## src/ddg_timer.sv

```systemverilog
/*
 * Shared constants of the deep power saving and gear-down block, and the
 * down-counting delay timer that the mode controller uses for its waits.
 * Assumes one 50 MHz clock and an asynchronous, active-high reset.
 */
`timescale 1ns/1ns
`default_nettype none

package ddg_pkg;
	// Clock period in nanoseconds.
	localparam int T_CK_NS = 20;
	// Mode register set delay and CKE power-down command delay, in clocks.
	localparam int T_MOD_CYC = 24;
	localparam int T_CPDED_CYC = 4;
	// Command path disable delay after entering the saving mode.
	localparam int T_MPED_CYC = T_MOD_CYC + T_CPDED_CYC;
	// Exit time to commands not needing the DLL, as a least time in ns.
	localparam int T_XMP_NS = 270;
	localparam int T_XMP_CYC = (T_XMP_NS + T_CK_NS - 1) / T_CK_NS;
	// DLL lock time that adds to the exit time, in clocks.
	localparam int T_XSDLL_CYC = 768;
	localparam int T_XMPDLL_CYC = T_XMP_CYC + T_XSDLL_CYC;
	// Command gear delay after the sync pulse, in clocks.
	localparam int T_CMD_GEAR_CYC = 24;
	// Mode register numbers and bit positions.
	localparam logic [2:0] MR3_SEL = 3'h3;
	localparam logic [2:0] MR4_SEL = 3'h4;
	localparam int MR3_GEAR_BIT = 3;
	localparam int MR4_SAVE_BIT = 1;
	// Reset values of the two mode bits.
	localparam logic MR3_GEAR_RST = 1'b0;
	localparam logic MR4_SAVE_RST = 1'b0;
	// Width of the delay timer.
	localparam int TIMER_W = 12;
endpackage : ddg_pkg

////////////////////////////////////////////////////////////////////////////////

module ddg_timer
	import ddg_pkg::*;
#(
	parameter int W = TIMER_W
) (
	input wire logic sys_clk,
	input wire logic rst,
	input wire logic load,
	input wire logic [W-1:0] load_val,
	output logic [W-1:0] remain,
	output logic done
);
	// A counter narrower than two bits cannot hold even the shortest wait.
	if (W < 2) begin : g_bad_w
		$error("ddg_timer: counter width too small");
	end

	typedef struct packed {
		logic [W-1:0] cnt;
	} ddg_tmr_type;

	ddg_tmr_type st_r;
	ddg_tmr_type st_nxt;

	// Loading wins over counting so a new wait always restarts cleanly.
	always_comb begin
		st_nxt = st_r;
		if (load) begin
			st_nxt.cnt = load_val;
		end else if (st_r.cnt != '0) begin
			st_nxt.cnt = st_r.cnt - 1'b1;
		end
	end

	always_ff @(posedge sys_clk or posedge rst) begin
		if (rst) begin
			st_r <= '0;
		end else begin
			st_r <= st_nxt;
		end
	end

	assign remain = st_r.cnt;
	assign done = (st_r.cnt == '0);
endmodule // ddg_timer

`default_nettype wire

```

## src/ddg_mode_ctrl.sv

```systemverilog
/*
 * Deep power saving mode and gear-down control of the DRAM command interface.
 * Assumes a command decoder in front that turns each chip-selected command
 * into one-cycle pulses, all inputs synchronous to sys_clk.
 */
// What this block does
// - In saving mode, all commands are ignored except mode exit and reset.
// - After the disable delay, only chip select, CKE and reset are watched.
// - Chip select low at CKE rising edge starts exit; high keeps mode.
// - Leaving the saving mode clears the mode bit of register four.
// - Default 1N; 2N sampling only after gear command and then sync pulse.
`timescale 1ns/1ns
`default_nettype none

module ddg_mode_ctrl
	import ddg_pkg::*;
#(
	parameter int MPED_CYC = T_MPED_CYC,
	parameter int XMP_CYC = T_XMP_CYC,
	parameter int XMPDLL_CYC = T_XMPDLL_CYC,
	parameter int GEAR_CYC = T_CMD_GEAR_CYC
) (
	input wire logic sys_clk,
	input wire logic rst,
	input wire logic cs_n,
	input wire logic cke,
	input wire logic cmd_mrs,
	input wire logic [2:0] mr_sel,
	input wire logic [13:0] mr_addr,
	input wire logic cmd_sre,
	input wire logic cmd_srx,
	input wire logic init_done,
	output logic deep_power_saving_mode,
	output logic cmd_path_on,
	output logic exit_busy,
	output logic dll_cmd_ok,
	output logic gear_2n,
	output logic ctrl_sample,
	output logic cmd_ignored,
	output logic mr3_gear,
	output logic mr4_save
);
	////////////////////////////////////////////////////////////////////////
	// Types and state.

	typedef enum logic [4:0] {
		ST_NORM = 5'b0_0001,
		ST_ENTRY = 5'b0_0010,
		ST_HOLD = 5'b0_0100,
		ST_EXIT = 5'b0_1000,
		ST_SREF = 5'b1_0000
	} ddg_mode_type;

	typedef enum logic [3:0] {
		G_1N = 4'b0001,
		G_WSYNC = 4'b0010,
		G_WAIT = 4'b0100,
		G_2N = 4'b1000
	} ddg_gear_type;

	typedef struct packed {
		ddg_mode_type mode;
		ddg_gear_type gear;
		logic cke_prev;
		logic phase;
		logic srx_window;
		logic ignored;
		logic mr3_gear;
		logic mr4_save;
		logic dll_ok;
	} ddg_state_type;

	ddg_state_type st_r;
	ddg_state_type st_nxt;

	logic tmr_load;
	logic [TIMER_W-1:0] tmr_val;
	logic [TIMER_W-1:0] tmr_remain;
	logic tmr_done;
	logic cke_rise;
	logic cmd_any;
	logic slot;

	localparam logic [TIMER_W-1:0] MPED_L = TIMER_W'(MPED_CYC);
	localparam logic [TIMER_W-1:0] XMPDLL_L = TIMER_W'(XMPDLL_CYC);
	localparam logic [TIMER_W-1:0] DLL_L = TIMER_W'(XMPDLL_CYC - XMP_CYC);
	localparam logic [TIMER_W-1:0] GEAR_L = TIMER_W'(GEAR_CYC);

	// The timer cannot serve waits wider than itself or shorter than a clock.
	if (XMPDLL_CYC >= (1 << TIMER_W) || MPED_CYC < 1 || XMP_CYC < 1 ||
		GEAR_CYC < 1 || XMPDLL_CYC <= XMP_CYC) begin : g_bad_param
		$error("ddg_mode_ctrl: delay parameter out of range");
	end

	////////////////////////////////////////////////////////////////////////
	// One timer serves every wait; an entry or gear load can cut short a wait still running.

	ddg_timer #(
		.W(TIMER_W)
	) u_timer (
		.sys_clk(sys_clk),
		.rst(rst),
		.load(tmr_load),
		.load_val(tmr_val),
		.remain(tmr_remain),
		.done(tmr_done)
	);

	// The CKE edge is seen on the clock because the inputs are synchronous.
	assign cke_rise = cke && !st_r.cke_prev;
	assign cmd_any = cmd_mrs || cmd_sre || cmd_srx;
	// In 2N only the clock on the phase set by the sync pulse samples controls.
	assign slot = (st_r.gear != G_2N) || st_r.phase;

	////////////////////////////////////////////////////////////////////////
	// Next-state logic for mode, gear and mode register bits.

	always_comb begin
		st_nxt = st_r;
		tmr_load = 1'b0;
		tmr_val = '0;
		st_nxt.cke_prev = cke;
		st_nxt.phase = !st_r.phase;
		st_nxt.ignored = 1'b0;
		unique case (st_r.mode)
			ST_NORM: begin
				if (cmd_mrs && slot) begin
					if (mr_sel == MR4_SEL) begin
						st_nxt.mr4_save = mr_addr[MR4_SAVE_BIT];
						if (mr_addr[MR4_SAVE_BIT]) begin
							st_nxt.mode = ST_ENTRY;
							tmr_load = 1'b1;
							tmr_val = MPED_L;
						end
					end else if (mr_sel == MR3_SEL) begin
						// Clearing the gear bit records it but keeps 2N sampling.
						st_nxt.mr3_gear = mr_addr[MR3_GEAR_BIT];
						if (mr_addr[MR3_GEAR_BIT] && st_r.gear == G_1N &&
							(!init_done || st_r.srx_window)) begin
							st_nxt.gear = G_WSYNC;
							st_nxt.phase = 1'b0;
						end
					end
				end else if (cmd_sre && slot) begin
					st_nxt.mode = ST_SREF;
				end else if (cmd_any && !slot) begin
					st_nxt.ignored = 1'b1;
				end
				if (cmd_any && !(cmd_mrs && mr_sel == MR3_SEL)) begin
					st_nxt.srx_window = 1'b0;
				end
			end
			ST_ENTRY: begin
				st_nxt.ignored = cmd_any;
				if (tmr_done) begin
					st_nxt.mode = ST_HOLD;
				end
			end
			ST_HOLD: begin
				// Only chip select at a CKE rising edge is looked at here.
				st_nxt.ignored = cmd_any;
				if (cke_rise && !cs_n) begin
					st_nxt.mode = ST_EXIT;
					st_nxt.dll_ok = 1'b0;
					tmr_load = 1'b1;
					tmr_val = XMPDLL_L;
				end
			end
			ST_EXIT: begin
				st_nxt.ignored = cmd_any;
				st_nxt.mr4_save = 1'b0;
				if (tmr_remain <= DLL_L) begin
					st_nxt.mode = ST_NORM;
				end
			end
			ST_SREF: begin
				// Self refresh drops the gear back to 1N on its own.
				st_nxt.gear = G_1N;
				st_nxt.mr3_gear = 1'b0;
				if (cmd_srx) begin
					st_nxt.mode = ST_NORM;
					st_nxt.srx_window = 1'b1;
				end else begin
					st_nxt.ignored = cmd_mrs || cmd_sre;
				end
			end
			default: begin
				st_nxt.mode = ST_NORM;
			end
		endcase
		// The DLL flag rises when the exit wait has fully run out.
		if (st_r.mode != ST_HOLD && st_r.mode != ST_ENTRY && tmr_done) begin
			st_nxt.dll_ok = 1'b1;
		end
		// The first chip-selected clock after the gear command that is not a mode register set is the sync.
		unique case (st_r.gear)
			G_1N: begin
			end
			G_WSYNC: begin
				if (!cs_n && st_r.mode == ST_NORM && !cmd_mrs) begin
					st_nxt.gear = G_WAIT;
					st_nxt.phase = 1'b0;
					tmr_load = 1'b1;
					tmr_val = GEAR_L;
				end
			end
			G_WAIT: begin
				if (tmr_done) begin
					st_nxt.gear = G_2N;
				end
			end
			G_2N: begin
			end
			default: begin
				st_nxt.gear = G_1N;
			end
		endcase
	end

	// Reset stands for RESET# low, which also ends the saving mode.
	always_ff @(posedge sys_clk or posedge rst) begin
		if (rst) begin
			st_r <= '{mode: ST_NORM, gear: G_1N, cke_prev: 1'b0, phase: 1'b0,
				srx_window: 1'b0, ignored: 1'b0, mr3_gear: MR3_GEAR_RST,
				mr4_save: MR4_SAVE_RST, dll_ok: 1'b1};
		end else begin
			st_r <= st_nxt;
		end
	end

	////////////////////////////////////////////////////////////////////////
	// Outputs.

	assign deep_power_saving_mode = (st_r.mode == ST_HOLD) || (st_r.mode == ST_ENTRY);
	assign cmd_path_on = (st_r.mode == ST_NORM);
	assign exit_busy = (st_r.mode == ST_EXIT);
	assign dll_cmd_ok = st_r.dll_ok;
	assign gear_2n = (st_r.gear == G_2N);
	assign ctrl_sample = slot;
	assign cmd_ignored = st_r.ignored;
	assign mr3_gear = st_r.mr3_gear;
	assign mr4_save = st_r.mr4_save;
endmodule // ddg_mode_ctrl

`default_nettype wire

```

## config.mk

```make
export PLATFORM = sky130hd
export DESIGN_NAME = ddg_mode_ctrl
export DESIGN_NICKNAME = d
export VERILOG_FILES = /design/src/ddg_timer.sv /design/src/ddg_mode_ctrl.sv
export SDC_FILE = /design/constraint.sdc
export NUM_CORES = 1
export LEC_CHECK = 0
export BUFFER_PORTS_ARGS = -buffer_cell sky130_fd_sc_hd__buf_2
export CORE_MARGIN = 4
export CORE_UTILIZATION = 35
export CTS_BUF_LIST = sky130_fd_sc_hd__clkbuf_8 sky130_fd_sc_hd__clkbuf_16
export DETAILED_ROUTE_END_ITERATION = 16
export PLACE_DENSITY = 0.54
export SLEW_MARGIN = 20
export SYNTH_ARGS = -nofsm -noshare
export SYNTH_HDL_FRONTEND = slang
export SYNTH_SLANG_ARGS = --single-unit
```

## constraint.sdc

```tcl
create_clock -name sys_clk -period 4.44 [get_ports sys_clk]
set_input_delay 0.222 -clock sys_clk [delete_from_list [all_inputs] [get_ports sys_clk]]
set_output_delay 0.222 -clock sys_clk [all_outputs]
set_load 0.01 [all_outputs]
```

Word-level counts from Yosys, hierarchy flattened
Cells that the tools add are included.
- $add $sub $neg: 1
- order comparisons: 1
- equality and inequality tests: 26
- muxes and demuxes: 57
- reduce and logical (&&, ||, !) cells: 39
- operator list (cell ; number):
    2-to-1 mux 12 bit ; 6
    2-to-1 mux 5 bit ; 9
    2-to-1 mux 1 bit ; 25
    case mux 5 bit (5 select lines) ; 1
    2-to-1 mux 4 bit ; 6
    case mux 12 bit (2 select lines) ; 1
    logical AND 1 bit ; 13
    less-or-equal comparator 12 x 10 -> 1 bit (second input constant) ; 1
    zero test 12 bit ; 1
    case mux 4 bit (3 select lines) ; 1
    nonzero test 12 bit ; 1
    subtractor 12 x 1 -> 12 bit (second input constant) ; 1
    2-to-1 mux 10 bit ; 1
    inequality test 2 x 1 -> 1 bit (second input constant) ; 5
    nonzero test 2 bit ; 5
    inequality test 2 bit (second input constant) ; 4
    case mux 1 bit (2 select lines) ; 4
    case mux 4 bit (2 select lines) ; 1
    zero test 1 bit ; 7
    AND reduction 7 bit ; 1
    AND reduction 3 bit ; 2
    == test 5 x 1 -> 1 bit (second input constant) ; 1
    == test 5 x 2 -> 1 bit (second input constant) ; 1
    == test 5 x 3 -> 1 bit (second input constant) ; 1
    other kinds (21) ; 25
- bits in registers: 28
- input bits: 25
- output and inout bits: 9
- logic and storage cells: 134

Depth between registers and ports, before layout
- depth in word-level cells: 10
- mapped depth: 7
- gate-level depth less buffers: 6

Hierarchy
Synthesis repeated with hierarchy kept, for this count alone.
- cell total of the unflattened synthesis: 187
- area, all modules: 1774.2 sq um
- by module, submodules not included (module ; times used ; cells an instance ; area each (sq um) ; sequential area each (sq um)):
    ddg_mode_ctrl ; 1 ; 113 ; 1056.0 ; 404.1
    ddg_timer ; 1 ; 74 ; 718.2 ; 300.3

Least setup slack after synthesis
Ideal clock, no wire load.
- kind: register to register
- start point: reg st_r[7] (netlist bit)
- end point: reg st_r[5] (netlist bit)
- library setup time: 0.120 ns
- arrival: 1.698 ns
- required time: 4.320 ns
- setup slack: 2.622 ns
- cell stages (with the launch flop): 4
- path buffers: 0
- period minus slack after synthesis: 1.818 ns
- cells stage by stage: dfstp_2 -> or4b_4 -> or4_1 -> and3_1
- RTL lines (what ; RTL line ; RTL):
    start, declared ; ddg_mode_ctrl.sv:73 ; ddg_state_type st_r;
    start signal, assigned ; ddg_mode_ctrl.sv:223 ; st_r <= '{mode: ST_NORM, gear: G_1N, cke_prev: 1'b0, phase: 1'b0,
    start signal, assigned ; ddg_mode_ctrl.sv:227 ; st_r <= st_nxt;

==> impl_metrics.tcl <==
set metrics [dict create \
    status "completed" \
    die_w_um 77.8 \
    viasPerCell 5.47 \
    avgRoutedWirePerCell_um 15.2 \
    core_mm2 0.00472 \
    rrSetupSlack_ns 2.33 \
    area_growth_pct 14.2 \
    use_met2_pct 24.7 \
    synthSimpleGateAreaFrac_pct 27.7 \
    track_usage_pct 14.2 \
    grt_max_degree 29 \
    initialDrtViolationCount 40 \
    worstReg2RegStart "u_timer.remain[0]" \
    ys_ff_latch 28 \
    p_leak_nw 0.863 \
    dp_hpwl_mm 3.01 \
    rr_endpoint "st_r[7]" \
    skew_ns 0.00807 \
    path_max_fanout 9 \
    critPathRequiredTime_ns 4.63 \
    synthCells 177 \
    grt_overflow 0 \
    hold_path.class "primary input to asynchronous set/reset pin" \
    antenna_left 0 \
    h-tree-depth 1 \
    cts_tree "yes" \
    synthXorXnorAreaFrac_pct 3.59 \
    cts_made_buffers 3 \
    fp.dieH_um 77.8 \
    grt_antenna_before_repair 0 \
    use_met3_pct 1.39 \
    dr.pass1.iters 4 \
    seq_area_um2 704 \
    synthMuxAreaShare_pct 0.587 \
    worstSetupPathType "flop to flop" \
    antenna_cells 0 \
    synth_edf_count 0 \
    synth_fa_ha_area_share_pct 1.47 \
    max-slew-margin-rel_pct 59.1 \
    hold_violations 0 \
    io_pins 34 \
    root_buffer "clkbuf_8" \
    crit_path_end_kind "flop" \
    syn_nets 204 \
    die_area_mm2 0.00606 \
    utilization_pct 41.3 \
    clkTransAtPathRegs_ns 0.10 \
    rr_worst_depth 6 \
    finalSetupViolations 0 \
    max_freq_ghz 0.474 \
    numClockSinks 28 \
    fillCellCount 481 \
    ys.warnings.count 0 \
    nets 227 \
    arrival_ns 2.30 \
    cts_hold_buffers 0 \
    gp_congestion 0.769 \
    power.density_mw_per_mm2 556 \
    async_flop_share_pct 100 \
    drc_errors 0 \
    min_period_ns 2.11 \
    vdd_drop_max_uv 210 \
    rsz0062_at_grt "false" \
    drv_slew 0 \
    syn_area_per_cell_um2 9.64 \
    grt.met1_usage_pct 18.0 \
    drt_wl_total_mm 4.03 \
    start_util_pct 36.1 \
    routed-via-count 1455 \
    tightestPinTransition_ns 0.613 \
    fin_crit_sh_pct 47.5 \
    multi_input_area_um2 936 \
    num_rows 25 \
    port-buffer-count 21 \
    post_cts.repair.setup_buffers 0 \
    netlist_area_mm2 0.00171 \
    synth_top_family_by_area "simple AND/OR/NAND/NOR gates" \
    cap_violations 0 \
    grt_pass1_wl_mm 6.94 \
    insertion_delay_ns 0.28 \
    setup.worst_path.start_class "flop" \
    synth_compound_gate_area_share_pct 21.5 \
    ys_types 52 \
    yosys_most_used_dff "dfrtp_1" \
    final_layout_size_suffix_gt1_share_pct 20.6 \
    grt_pass1_vias 1479 \
    clockBufferDepth 2 \
    synth_seq_area_share_pct 41.3 \
    grt-busiest-layer "met2" \
    cts_resized 0 \
    fin_setup_tns_ns 0 \
]
==> critical path: stages (launching register included) <==
cell	delay [ns]
dfrtp_1	0.41
inv_1	0.12
ha_1	0.16
nor3b_2	0.32
nand4_1	0.44
a211oi_1	0.42
a22oi_1	0.15
==> sequential cells by signal (all words and copies together) (netlist names) <==
name            flops
mr3_gear            1
dll_cmd_ok          1
u_timer.remain     12
st_r               12
cmd_ignored         1
mr4_save            1
==> per-layer routing <==
layer,part of all wire [%],vias to the layer above
li1,-,718
met1,47,706
met2,49,26
met3,2.6,5
met4,1.6,0
met5,0,-
==> final cells by class <==
| class | instances | area share (%) |
|---|---|---|
| multi-input cells | 133 | 48.0 |
| flip-flops and latches | 28 | 36.1 |
| repair buffers | 21 | 5.39 |
| well taps | 67 | 4.30 |
| inverters | 13 | 2.50 |
| clock buffers | 3 | 2.12 |
| clock inverters | 1 | 1.54 |
==> cells in the final DEF, fill, tap and decap left out, drive strengths merged, types with 3 or more instances in the layout <==
cell    instances
a21oi           9
o31ai           4
a211oi          3
xor2            3
and3            3
nor2           13
nor3b           3
nand3b          6
o211ai          5
dfstp           3
or4b            4
nand3           3
xnor2           4
buf            21
nor4b           4
o21ai           9
nand2          13
dfrtp          25
inv            13
o41ai           3
nor3            6
clkbuf          3
nand4           5
or3             4
==> where the power goes <==
part           switching (mW)  leakage (nW)  internal (mW)
clock                  0.0827        0.0357          0.121
sequential              0.104         0.349          0.350
combinational           0.232         0.478          0.194
total                   0.419         0.863          0.665
==> Yosys cell counts, types with 2 or more instances <==
master | n | area (um2)
dfrtp_1 | 25 | 626
inv_1 | 13 | 48.8
nand2_1 | 13 | 48.8
nor2_1 | 12 | 45.0
a21oi_1 | 9 | 45.0
o21ai_0 | 9 | 45.0
nand3b_1 | 6 | 45.0
nand4_1 | 5 | 31.3
nor4b_1 | 4 | 35.0
o31ai_1 | 4 | 30.0
or3_1 | 4 | 25.0
xnor2_1 | 4 | 35.0
a211oi_1 | 3 | 22.5
and3_1 | 3 | 18.8
dfstp_2 | 3 | 78.8
nand3_1 | 3 | 15.0
nor3_1 | 3 | 15.0
nor3_2 | 3 | 30.0
o211ai_1 | 3 | 22.5
o41ai_1 | 3 | 26.3
or4b_1 | 3 | 30.0
xor2_1 | 3 | 26.3
a21o_1 | 2 | 15.0
and3b_1 | 2 | 17.5
buf_2 | 2 | 10.0
ha_1 | 2 | 25.0
nor3b_1 | 2 | 15.0
o211a_1 | 2 | 20.0
o211ai_2 | 2 | 25.0
o22ai_1 | 2 | 12.5
or4_1 | 2 | 15.0
==> through the flow <==
| stage | setup slack [ns] | cells | hold slack [ns] | instance area [um2] | power [mW] |
|---|---|---|---|---|---|
| floorplan | 2.62 | 177 | 0.253 | 1710 | 0.766 |
| global placement | 2.39 | 262 | 0.343 | 1880 | 0.868 |
| detailed placement | 2.38 | 262 | 0.346 | 1880 | 0.883 |
| CTS | 2.34 | 266 | 0.0484 | 1950 | 1.09 |
| global route | 2.14 | 266 | 0.0545 | 1950 | 1.16 |
| finish | 2.33 | 266 | 0.000151 | 1950 | 1.08 |
==> worst max-delay path by stage <==
stage	startpoint	end	depth (start not counted)
2_1_floorplan	st_r[7]	st_r[5]	3
3_3_place_gp	u_timer.remain[0]	st_r[7]	6
3_5_place_dp	u_timer.remain[0]	st_r[7]	6
4_1_cts	u_timer.remain[0]	st_r[7]	6
5_1_grt	u_timer.remain[0]	st_r[7]	6
6_report	u_timer.remain[0]	st_r[7]	6
==> cell families (layout without fill, tap and decap cells) <==
kind of cell | after synthesis | count (layout)
buf+inv | 16 | 38
compound gates | 49 | 49
simple gates | 74 | 74
mux | 1 | 1
flops | 28 | 28
fa+ha+maj | 2 | 2
xor+xnor | 7 | 7
Power figures use the tool's default switching activity.
